## src/shared/tmac_pkg.sv

```systemverilog
package tmac_pkg;
	// ************************************************************
	// Widths and control bit positions
	// ************************************************************
	localparam int ADDR_W = 32;
	localparam int DATA_W = 32;
	localparam int CTRL_W = 32;
	localparam int CTRL_DMEM_EN_BIT = 16;
	localparam int CTRL_DMEM_LOAD_BIT = 17;
	localparam int CTRL_IMEM_EN_BIT = 18;
	localparam int CTRL_IMEM_LOAD_BIT = 19;
	localparam logic [CTRL_W-1:0] CTRL_RESET = 32'h0000_0000;
	localparam logic [ADDR_W-1:0] IMEM_BASE = 32'h0000_0000;
	localparam logic [ADDR_W-1:0] ZERO_ADDR = 32'h0000_0000;
	// ************************************************************
	// Memory port arbitration states
	// ************************************************************
	typedef enum logic [2:0] {
		TMAC_IDLE = 3'h1,
		TMAC_WRITE = 3'h2,
		TMAC_DEFER = 3'h4
	} tmac_port_type;
endpackage

```

## src/shared/tmac_mem_if.sv

```systemverilog
`timescale 1ns/1ps
interface tmac_mem_if #(parameter int AW = 32, parameter int DW = 32);
	logic en;
	logic we;
	logic [AW-1:0] addr;
	logic [DW-1:0] wdata;
	logic [DW-1:0] rdata;
	modport ctrl(output en, output we, output addr, output wdata,
		input rdata);
	modport mem(input en, input we, input addr, input wdata,
		output rdata);
endinterface

```

## src/rtl/tmac_imem_port.sv

```systemverilog
`timescale 1ns/1ps
module tmac_imem_port (
	// Clock and reset
	input wire logic mclk,
	input wire logic arst_n,
	// Requests
	input wire logic fetch_req,
	input wire logic [tmac_pkg::ADDR_W-1:0] fetch_addr,
	input wire logic dread_req,
	input wire logic dwrite_req,
	input wire logic [tmac_pkg::ADDR_W-1:0] data_addr,
	input wire logic [tmac_pkg::DATA_W-1:0] data_wdata,
	// Result
	output logic stall,
	output logic fetch_served,
	// Memory
	tmac_mem_if.ctrl mem
);
	import tmac_pkg::*;

	// ************************************************************
	// Single port arbitration
	// ************************************************************
	tmac_port_type state_ff, nxt_state;
	logic [ADDR_W-1:0] waddr_ff, nxt_waddr;
	logic [DATA_W-1:0] wdata_ff, nxt_wdata;
	logic [ADDR_W-1:0] held_ff, nxt_held;

	always_comb begin
		nxt_state = TMAC_IDLE;
		nxt_waddr = waddr_ff;
		nxt_wdata = wdata_ff;
		nxt_held = held_ff;
		stall = 1'b0;
		fetch_served = 1'b0;
		mem.en = 1'b0;
		mem.we = 1'b0;
		mem.addr = ZERO_ADDR;
		mem.wdata = wdata_ff;
		case (state_ff)
			TMAC_WRITE: begin
				// Write address pipelined in line with data
				mem.en = 1'b1;
				mem.we = 1'b1;
				mem.addr = waddr_ff;
				if (fetch_req || dread_req || dwrite_req) begin
					stall = 1'b1;
				end
			end
			TMAC_DEFER: begin
				// Deferred fetch served after a data read, or before a write held over the stall
				mem.en = 1'b1;
				mem.addr = held_ff;
				fetch_served = 1'b1;
				// Write held over the stall is taken now
				if (dwrite_req) begin
					nxt_state = TMAC_WRITE;
					nxt_waddr = data_addr;
					nxt_wdata = data_wdata;
				end
			end
			default: begin
				if (dwrite_req && fetch_req) begin
					// One stall, fetch first, then the write
					stall = 1'b1;
					nxt_state = TMAC_DEFER;
					nxt_held = fetch_addr;
				end else if (dwrite_req) begin
					nxt_state = TMAC_WRITE;
					nxt_waddr = data_addr;
					nxt_wdata = data_wdata;
				end else if (dread_req) begin
					mem.en = 1'b1;
					mem.addr = data_addr;
					if (fetch_req) begin
						stall = 1'b1;
						nxt_state = TMAC_DEFER;
						nxt_held = fetch_addr;
					end
				end else if (fetch_req) begin
					mem.en = 1'b1;
					mem.addr = fetch_addr;
					fetch_served = 1'b1;
				end
			end
		endcase
	end

	always_ff @(posedge mclk or negedge arst_n) begin
		if (!arst_n) begin
			state_ff <= TMAC_IDLE;
			waddr_ff <= ZERO_ADDR;
			wdata_ff <= '0;
			held_ff <= ZERO_ADDR;
		end else begin
			state_ff <= nxt_state;
			waddr_ff <= nxt_waddr;
			wdata_ff <= nxt_wdata;
			held_ff <= nxt_held;
		end
	end

	a_defer_one_cycle: assert property (
		@(posedge mclk) disable iff (!arst_n)
		state_ff == TMAC_IDLE && dread_req && !dwrite_req && fetch_req
		|=> state_ff == TMAC_DEFER ##1 state_ff != TMAC_DEFER)
		else $error("collision stall not one cycle");
	a_write_pipelined: assert property (
		@(posedge mclk) disable iff (!arst_n)
		dwrite_req && (state_ff == TMAC_DEFER
		|| state_ff == TMAC_IDLE && !fetch_req)
		|=> mem.we && mem.addr == $past(data_addr))
		else $error("write not issued next cycle");
	a_deferred_addr: assert property (
		@(posedge mclk) disable iff (!arst_n)
		state_ff == TMAC_DEFER |-> mem.addr == $past(fetch_addr))
		else $error("deferred fetch address lost");
endmodule

```

## src/rtl/tmac_top.sv

```systemverilog
`timescale 1ns/1ps
// Behaviour
// - Instruction load mode blocks data reads from instruction memory.
// - Writes in instruction range update instruction memory when bit 18 is set, load mode or not.
// - Control bit 16 set routes data range accesses to data memory.
// - Control bit 16 clear sends data range accesses to the bus.
// - Data accesses to instruction range follow instruction enable.
// - Data load mode blocks reads from data memory.
// - Writes in data range update data memory when bit 16 is set, load mode or not.
// - Boot enable at soft reset leaves instruction memory enabled.
// - After boot reset visible instruction size equals physical size.
// - Boot enable leaves data memory disabled after reset.
// - Data memory stalls only behind a completing write.
// - Instruction memory decoded at address zero, single port.
// - Protection permissions apply when protection unit enabled.
// - Instruction memory serves fetches and data accesses.
// - Instruction fetches single cycle unless a data access to instruction memory arrives in the same cycle or a write is completing.
// - Bit 18 enables instruction memory; clear sends fetches to bus.
// - Same-cycle fetch and data read stall exactly one cycle.
module tmac_top #(
	parameter int IMEM_LOG2 = 16,
	parameter int DMEM_LOG2 = 16
) (
	// Clock and reset
	input wire logic mclk,
	input wire logic arst_n,
	// Control
	input wire logic [tmac_pkg::CTRL_W-1:0] ctrl_wdata,
	input wire logic ctrl_we,
	output logic [tmac_pkg::CTRL_W-1:0] ctrl_rdata,
	input wire logic boot_from_tight_memory,
	input wire logic soft_reset,
	input wire logic [tmac_pkg::ADDR_W-1:0] dmem_base,
	input wire logic [4:0] imem_vis_log2_in,
	input wire logic imem_vis_we,
	output logic [4:0] imem_vis_log2,
	input wire logic prot_enable,
	input wire logic prot_fetch_ok,
	input wire logic prot_data_ok,
	// Core instruction side
	input wire logic fetch_req,
	input wire logic [tmac_pkg::ADDR_W-1:0] fetch_addr,
	output logic [tmac_pkg::DATA_W-1:0] fetch_rdata,
	output logic fetch_to_bus,
	output logic fetch_abort,
	// Core data side
	input wire logic data_req,
	input wire logic data_write,
	input wire logic [tmac_pkg::ADDR_W-1:0] data_addr,
	input wire logic [tmac_pkg::DATA_W-1:0] data_wdata,
	output logic [tmac_pkg::DATA_W-1:0] data_rdata,
	output logic data_to_bus,
	output logic data_abort,
	output logic core_stall,
	// Instruction memory
	output logic imem_en,
	output logic imem_we,
	output logic [tmac_pkg::ADDR_W-1:0] imem_addr,
	output logic [tmac_pkg::DATA_W-1:0] imem_wdata,
	input wire logic [tmac_pkg::DATA_W-1:0] imem_rdata,
	// Data memory
	output logic dmem_en,
	output logic dmem_we,
	output logic [tmac_pkg::ADDR_W-1:0] dmem_addr,
	output logic [tmac_pkg::DATA_W-1:0] dmem_wdata,
	input wire logic [tmac_pkg::DATA_W-1:0] dmem_rdata
);
	import tmac_pkg::*;

	// ************************************************************
	// Control register
	// ************************************************************
	logic [CTRL_W-1:0] ctrl_ff, nxt_ctrl;
	logic [4:0] vis_ff, nxt_vis;
	logic boot_ff, nxt_boot;

	always_comb begin
		nxt_ctrl = ctrl_ff;
		nxt_vis = vis_ff;
		nxt_boot = boot_ff;
		if (soft_reset) begin
			nxt_boot = boot_from_tight_memory;
			nxt_ctrl = CTRL_RESET;
		end else if (boot_ff) begin
			nxt_boot = 1'b0;
			// Boot strap enables instruction memory only
			nxt_ctrl[CTRL_IMEM_EN_BIT] = 1'b1;
			nxt_vis = 5'(IMEM_LOG2);
		end else begin
			if (ctrl_we) begin
				nxt_ctrl = ctrl_wdata;
			end
			if (imem_vis_we) begin
				nxt_vis = imem_vis_log2_in;
			end
		end
	end

	always_ff @(posedge mclk or negedge arst_n) begin
		if (!arst_n) begin
			ctrl_ff <= CTRL_RESET;
			vis_ff <= 5'h00;
			boot_ff <= 1'b0;
		end else begin
			ctrl_ff <= nxt_ctrl;
			vis_ff <= nxt_vis;
			boot_ff <= nxt_boot;
		end
	end

	assign ctrl_rdata = ctrl_ff;
	assign imem_vis_log2 = vis_ff;

	logic i_en, i_load, d_en, d_load;
	assign i_en = ctrl_ff[CTRL_IMEM_EN_BIT];
	assign i_load = ctrl_ff[CTRL_IMEM_LOAD_BIT];
	assign d_en = ctrl_ff[CTRL_DMEM_EN_BIT];
	assign d_load = ctrl_ff[CTRL_DMEM_LOAD_BIT];

	// ************************************************************
	// Address decode
	// ************************************************************
	logic [ADDR_W-1:0] i_mask, d_mask;
	logic f_in_i, d_in_i, d_in_d;
	assign i_mask = ~((ADDR_W'(1) << vis_ff) - ADDR_W'(1));
	assign d_mask = ~((ADDR_W'(1) << DMEM_LOG2) - ADDR_W'(1));
	// Instruction memory sits at address zero
	assign f_in_i = (fetch_addr & i_mask) == IMEM_BASE;
	assign d_in_i = (data_addr & i_mask) == IMEM_BASE;
	assign d_in_d = (data_addr & d_mask) == (dmem_base & d_mask);

	logic f_tcm, di_rd, di_wr, dd_rd, dd_wr;
	logic f_perm, d_perm;
	// Permissions only checked with protection on
	assign f_perm = !prot_enable || prot_fetch_ok;
	assign d_perm = !prot_enable || prot_data_ok;
	assign f_tcm = fetch_req && i_en && f_in_i && f_perm;
	// Load mode blocks reads only
	assign di_rd = data_req && !data_write && i_en && !i_load && d_in_i
		&& d_perm;
	assign di_wr = data_req && data_write && i_en && d_in_i
		&& d_perm;
	assign dd_rd = data_req && !data_write && d_en && !d_load && d_in_d
		&& !d_in_i && d_perm;
	assign dd_wr = data_req && data_write && d_en && d_in_d
		&& !d_in_i && d_perm;

	assign fetch_abort = fetch_req && !f_perm;
	assign data_abort = data_req && !d_perm;
	assign fetch_to_bus = fetch_req && f_perm && !f_tcm;
	assign data_to_bus = data_req && d_perm
		&& !(di_rd || di_wr || dd_rd || dd_wr);

	// ************************************************************
	// Instruction memory port
	// ************************************************************
	tmac_mem_if #(.AW(ADDR_W), .DW(DATA_W)) ibus();
	logic i_stall, i_fetch_served;

	tmac_imem_port u_iport (
		.mclk(mclk),
		.arst_n(arst_n),
		.fetch_req(f_tcm),
		.fetch_addr(fetch_addr),
		.dread_req(di_rd),
		.dwrite_req(di_wr),
		.data_addr(data_addr),
		.data_wdata(data_wdata),
		.stall(i_stall),
		.fetch_served(i_fetch_served),
		.mem(ibus.ctrl)
	);

	assign imem_en = ibus.en;
	assign imem_we = ibus.we;
	assign imem_addr = ibus.addr;
	assign imem_wdata = ibus.wdata;
	assign ibus.rdata = imem_rdata;

	// ************************************************************
	// Data memory port: write pipelined one cycle
	// ************************************************************
	logic dw_pend_ff, nxt_dw_pend;
	logic [ADDR_W-1:0] dw_addr_ff, nxt_dw_addr;
	logic [DATA_W-1:0] dw_data_ff, nxt_dw_data;
	logic d_stall;

	always_comb begin
		nxt_dw_pend = dd_wr;
		nxt_dw_addr = dd_wr ? data_addr : dw_addr_ff;
		nxt_dw_data = dd_wr ? data_wdata : dw_data_ff;
		// Only a completing write blocks the next access
		d_stall = dw_pend_ff && (dd_rd || dd_wr);
		if (d_stall) begin
			nxt_dw_pend = 1'b0;
		end
		dmem_en = dw_pend_ff || dd_rd;
		dmem_we = dw_pend_ff;
		dmem_addr = dw_pend_ff ? dw_addr_ff : data_addr;
		dmem_wdata = dw_data_ff;
	end

	always_ff @(posedge mclk or negedge arst_n) begin
		if (!arst_n) begin
			dw_pend_ff <= 1'b0;
			dw_addr_ff <= ZERO_ADDR;
			dw_data_ff <= '0;
		end else begin
			dw_pend_ff <= nxt_dw_pend;
			dw_addr_ff <= nxt_dw_addr;
			dw_data_ff <= nxt_dw_data;
		end
	end

	assign core_stall = i_stall || d_stall;

	// ************************************************************
	// Read data return, one cycle after the address
	// ************************************************************
	logic rd_i_ff, rd_d_ff, rf_ff;
	logic nxt_rd_i, nxt_rd_d, nxt_rf;
	always_comb begin
		// Port read for data, also when a fetch is deferred
		nxt_rd_i = ibus.en && !ibus.we && !i_fetch_served;
		nxt_rd_d = dd_rd && !d_stall;
		nxt_rf = i_fetch_served;
	end
	always_ff @(posedge mclk or negedge arst_n) begin
		if (!arst_n) begin
			rd_i_ff <= 1'b0;
			rd_d_ff <= 1'b0;
			rf_ff <= 1'b0;
		end else begin
			rd_i_ff <= nxt_rd_i;
			rd_d_ff <= nxt_rd_d;
			rf_ff <= nxt_rf;
		end
	end
	// Memory answers in one cycle
	assign fetch_rdata = rf_ff ? imem_rdata : '0;
	assign data_rdata = rd_i_ff ? imem_rdata : (rd_d_ff ? dmem_rdata : '0);

	// ************************************************************
	// Checks
	// ************************************************************
	a_iload_no_read: assert property (
		@(posedge mclk) disable iff (!arst_n)
		data_req && !data_write && i_load && d_in_i
		|-> !di_rd && (data_to_bus || data_abort))
		else $error("instruction memory read in load mode");
	a_dload_no_read: assert property (
		@(posedge mclk) disable iff (!arst_n)
		data_req && !data_write && d_load
		|-> !dd_rd && (!d_in_d || di_rd || data_to_bus || data_abort))
		else $error("data memory read in load mode");
	a_dmem_routing: assert property (
		@(posedge mclk) disable iff (!arst_n)
		data_req && d_perm && d_in_d && !d_in_i && !d_en |-> data_to_bus)
		else $error("disabled data memory not routed to bus");
	a_dwrite_lands: assert property (
		@(posedge mclk) disable iff (!arst_n)
		dd_wr && !d_stall |=> dmem_we && dmem_addr == $past(data_addr))
		else $error("data memory write lost");
	a_boot_enable: assert property (
		@(posedge mclk) disable iff (!arst_n)
		soft_reset && boot_from_tight_memory ##1 !soft_reset
		|=> i_en && !d_en && vis_ff == 5'(IMEM_LOG2))
		else $error("boot did not enable instruction memory");
	a_fetch_off_bus: assert property (
		@(posedge mclk) disable iff (!arst_n)
		fetch_req && f_perm && !i_en |-> fetch_to_bus)
		else $error("fetch not sent to bus when disabled");
endmodule

```

## config.mk

```make
export PLATFORM = sky130hd
export DESIGN_NAME = tmac_top
export DESIGN_NICKNAME = d
export VERILOG_FILES = /design/src/shared/tmac_pkg.sv /design/src/shared/tmac_mem_if.sv /design/src/rtl/tmac_imem_port.sv /design/src/rtl/tmac_top.sv
export SDC_FILE = /design/constraint.sdc
export NUM_CORES = 1
export LEC_CHECK = 0
export BUFFER_PORTS_ARGS = -buffer_cell sky130_fd_sc_hd__buf_2
export CORE_AREA = 3 3 184 186
export DETAILED_ROUTE_END_ITERATION = 12
export DIE_AREA = 0 0 187 189
export SLEW_MARGIN = 20
export SYNTH_ARGS = -nofsm -noshare
export SYNTH_HDL_FRONTEND = slang
export SYNTH_SLANG_ARGS = --single-unit
```

## constraint.sdc

```tcl
create_clock -name mclk -period 5 [get_ports mclk]
set_input_delay 0.25 -clock mclk [delete_from_list [all_inputs] [get_ports mclk]]
set_output_delay 0.25 -clock mclk [all_outputs]
set_load 0.01 [all_outputs]
```

==> flow_summary.ini <==
[timing]
fmax_mhz = 214.2
finalClockSkew_ps = 23.42
finalSetupTns_ps = 0
final_hold_viol_count = 0
drv_slew = 0
rsz0062_at_grt = no
fin_crit_ps = 4669
finalCritPeriodShare = 0.9339
setup_viol = 0
worst_pin_slew_ps = 945.3
fin_ws_ps = 330.7
max_slew_margin = 0.3698
hold_ws_ps = 2.963

[detailed_routing]
drt_pass1_iterations = 5
routed_wirelength_um = 42700
dr_total_vias = 10110
route.detailed.drc = 0
avgRoutedWirePerCell_um = 21.84
antenna_left = 0
vias_per_cell = 5.170
drtIter0Drc = 711

[cts]
numClockSinks = 205
h-tree-depth = 1
numCtsBuffers = 25
cts_buffer_depth = 3
clk_pin_slew_ps = 60
tritoncts = yes
clk_latency_ps = 550
root_buffer = clkbuf_16

[finish]
drive_gt1_frac = 0.4894
area_delta_synth_final_pct = 40.65
fin_nets = 1736

[floorplan]
dieArea_sq_um = 35340
die_w_um = 187
start_util = 0.3421
fp.coreArea_sq_um = 32450
ios = 479
die_h_um = 189
placement_rows = 66

[run]
maxCapViolCount = 0

[synth]
netlist_top_cells_count = 204 x dfrtp_1, 127 x mux2_2, 98 x a22o_1
yosysSeqAreaShare = 0.4621
syn_nets = 1200
synth_top_area_frac = 0.4598
netlist_area_sq_um = 11100
syn_inst = 958
synth.most_common_cell = dfrtp_1
synth_edf_count = 0
yosys-top-cells-area = dfrtp_1 46%, mux2_2 13%, mux2_4 8.0%
ys_types = 72
syn-mean-instance-area_sq_um = 11.59
yosysWarnings = 0
ys.flop_type = dfrtp_1
yosys.area.top_type = dfrtp_1
async_reset_ff_frac = 1.000
synth_seq_cells = 205

[status]
status = completed

[power]
p_leak_nw = 8.235
p_per_area_nw_per_um2 = 264.7
fin_total_pwr_mw = 4.133
peakVddDrop_mv = 0.2475

[worst_setup_path]
required_ps = 4750
criticalPathCategory = flip-flop to primary output
cp-start-kind = flip-flop
crit_arrival_ps = 4420
cp_max_fo = 31
end_kind = primary output

[hold_path]
hp-class = input pin to flip-flop

[place]
dpl.hpwl_um = 31740
routabilityCongestion = 0.9324
portBuffers = 462
pre_cts_ws_ps = 485.5

[grt]
grt_pass1_wl_um = 64160
globalRouteOverflowTotal = 0
grt_max_degree = 105
grt_pass1_vias = 10280
grt_usage = 0.2313
antenna_found_initial = 6
## state kept, by name, indices dropped and copies added (netlist names)
| register | cells |
|---|---|
| boot_ff | 1 |
| ctrl_rdata | 32 |
| dmem_wdata | 32 |
| dmem_we | 1 |
| dw_addr_ff | 32 |
| imem_vis_log2 | 5 |
| rd_d_ff | 1 |
| rd_i_ff | 1 |
| rf_ff | 1 |
| u_iport.held_ff | 32 |
| u_iport.mem.wdata | 32 |
| u_iport.state_ff | 3 |
| u_iport.waddr_ff | 32 |
## area by class of cell
class,count,area (sq um)
fillers,3033,16840
multi-input cells,643,5449
flip-flops and latches,205,5132
repair buffers,577,3487
clock buffers,32,701.9
well taps,442,553.0
inverters,42,157.7
clock inverters,11,127.6
diodes,3,7.507
## final timing paths
check	from	to	slack (ps)	depth (start not counted)
hold reg to reg	dmem_wdata[2]	dmem_wdata[2]	500	1
max in group asynchronous	arst_n	ctrl_rdata[12]	3510	3
hold / removal	fetch_addr[18]	u_iport.held_ff[18]	3	2
setup / recovery	imem_vis_log2[2]	imem_addr[22]	330	16
setup reg to reg	imem_vis_log2[2]	u_iport.waddr_ff[0]	500	16
min in group asynchronous	arst_n	dmem_wdata[5]	320	2
## routing by layer
layer / GRT usage / share of wire / vias up
met1: 0.2781 / 0.39 / 4976
met5: 0 / 0.0011 / -
met3: 0.05295 / 0.079 / 67
li1: - / - / 4600
met2: 0.4197 / 0.51 / 458
met4: 0.05787 / 0.026 / 6
## critical path, stage by stage, from the launching register on
cell and delay (ps):
dfrtp_1 380, nor3_1 220, buf_4 200, nand3_1 90, ha_2 310, buf_4 180
nor4bb_1 270, o21a_1 180, nor3b_1 80, a2111oi_2 450, nand4_2 270, buf_4 210
nor4_2 350, buf_12 250, a21oi_1 90, o21ai_0 130, buf_2 190
## per-stage QoR
stage               instance area [sq um]  std cells    util
floorplan                           11100        958       -
global placement                    13890       1821  0.4281
detailed placement                  13890       1821  0.4281
CTS                                 15580       1950  0.4801
global route                        15610       1953  0.4810
finish                              15620       1955  0.4812
## layout by cell type (no fill, tap or decap), types with 12 or more instances in the layout
master         instances
and2_1                35
dlygate4sd3_1         86
mux2_2               127
nor3_1                15
nor2_1                22
mux2_4                59
nand3_1               15
clkbuf_16             25
xnor2_1               18
nand2_1               28
inv_1                 41
o21ai_0               46
buf_2                461
a22o_1                98
nand2b_1              12
a21oi_1               52
dfrtp_1              203
buf_4                 22
## cells by family (layout without fill, tap and decap cells)
| kind of cell | after synthesis | after routing | share of synthesized area |
|---|---|---|---|
| DFF | 205 | 205 | 0.4621 |
| muxes | 190 | 190 | 0.2125 |
| AOI/OAI and AO/OA | 246 | 246 | 0.1601 |
| xor gates and xnor gates | 19 | 19 | 0.01499 |
| adders and majority gates | 3 | 3 | 0.002930 |
| buffers and inverters | 110 | 662 | 0.05127 |
| other | 0 | 3 | 0 |
| and+or+nand+nor | 185 | 185 | 0.09601 |
## where the power goes
group / leakage [nW] / switching [mW] / internal [mW] / total (mW)
registers: 2.83 / 0.0181 / 1.68 / 1.70
logic: 5.00 / 0.351 / 0.254 / 0.606
clock network: 0.404 / 0.736 / 1.09 / 1.83
## repair_timing
action | 4_1_cts | 5_1_grt
hold buffers | 86 | 0
setup buffers | 0 | 2
gates resized for setup | 0 | 3
endpoints found under the setup margin | 0 | 34
endpoints found under the hold margin | 220 | 0
Power figures use the tool's default switching activity.
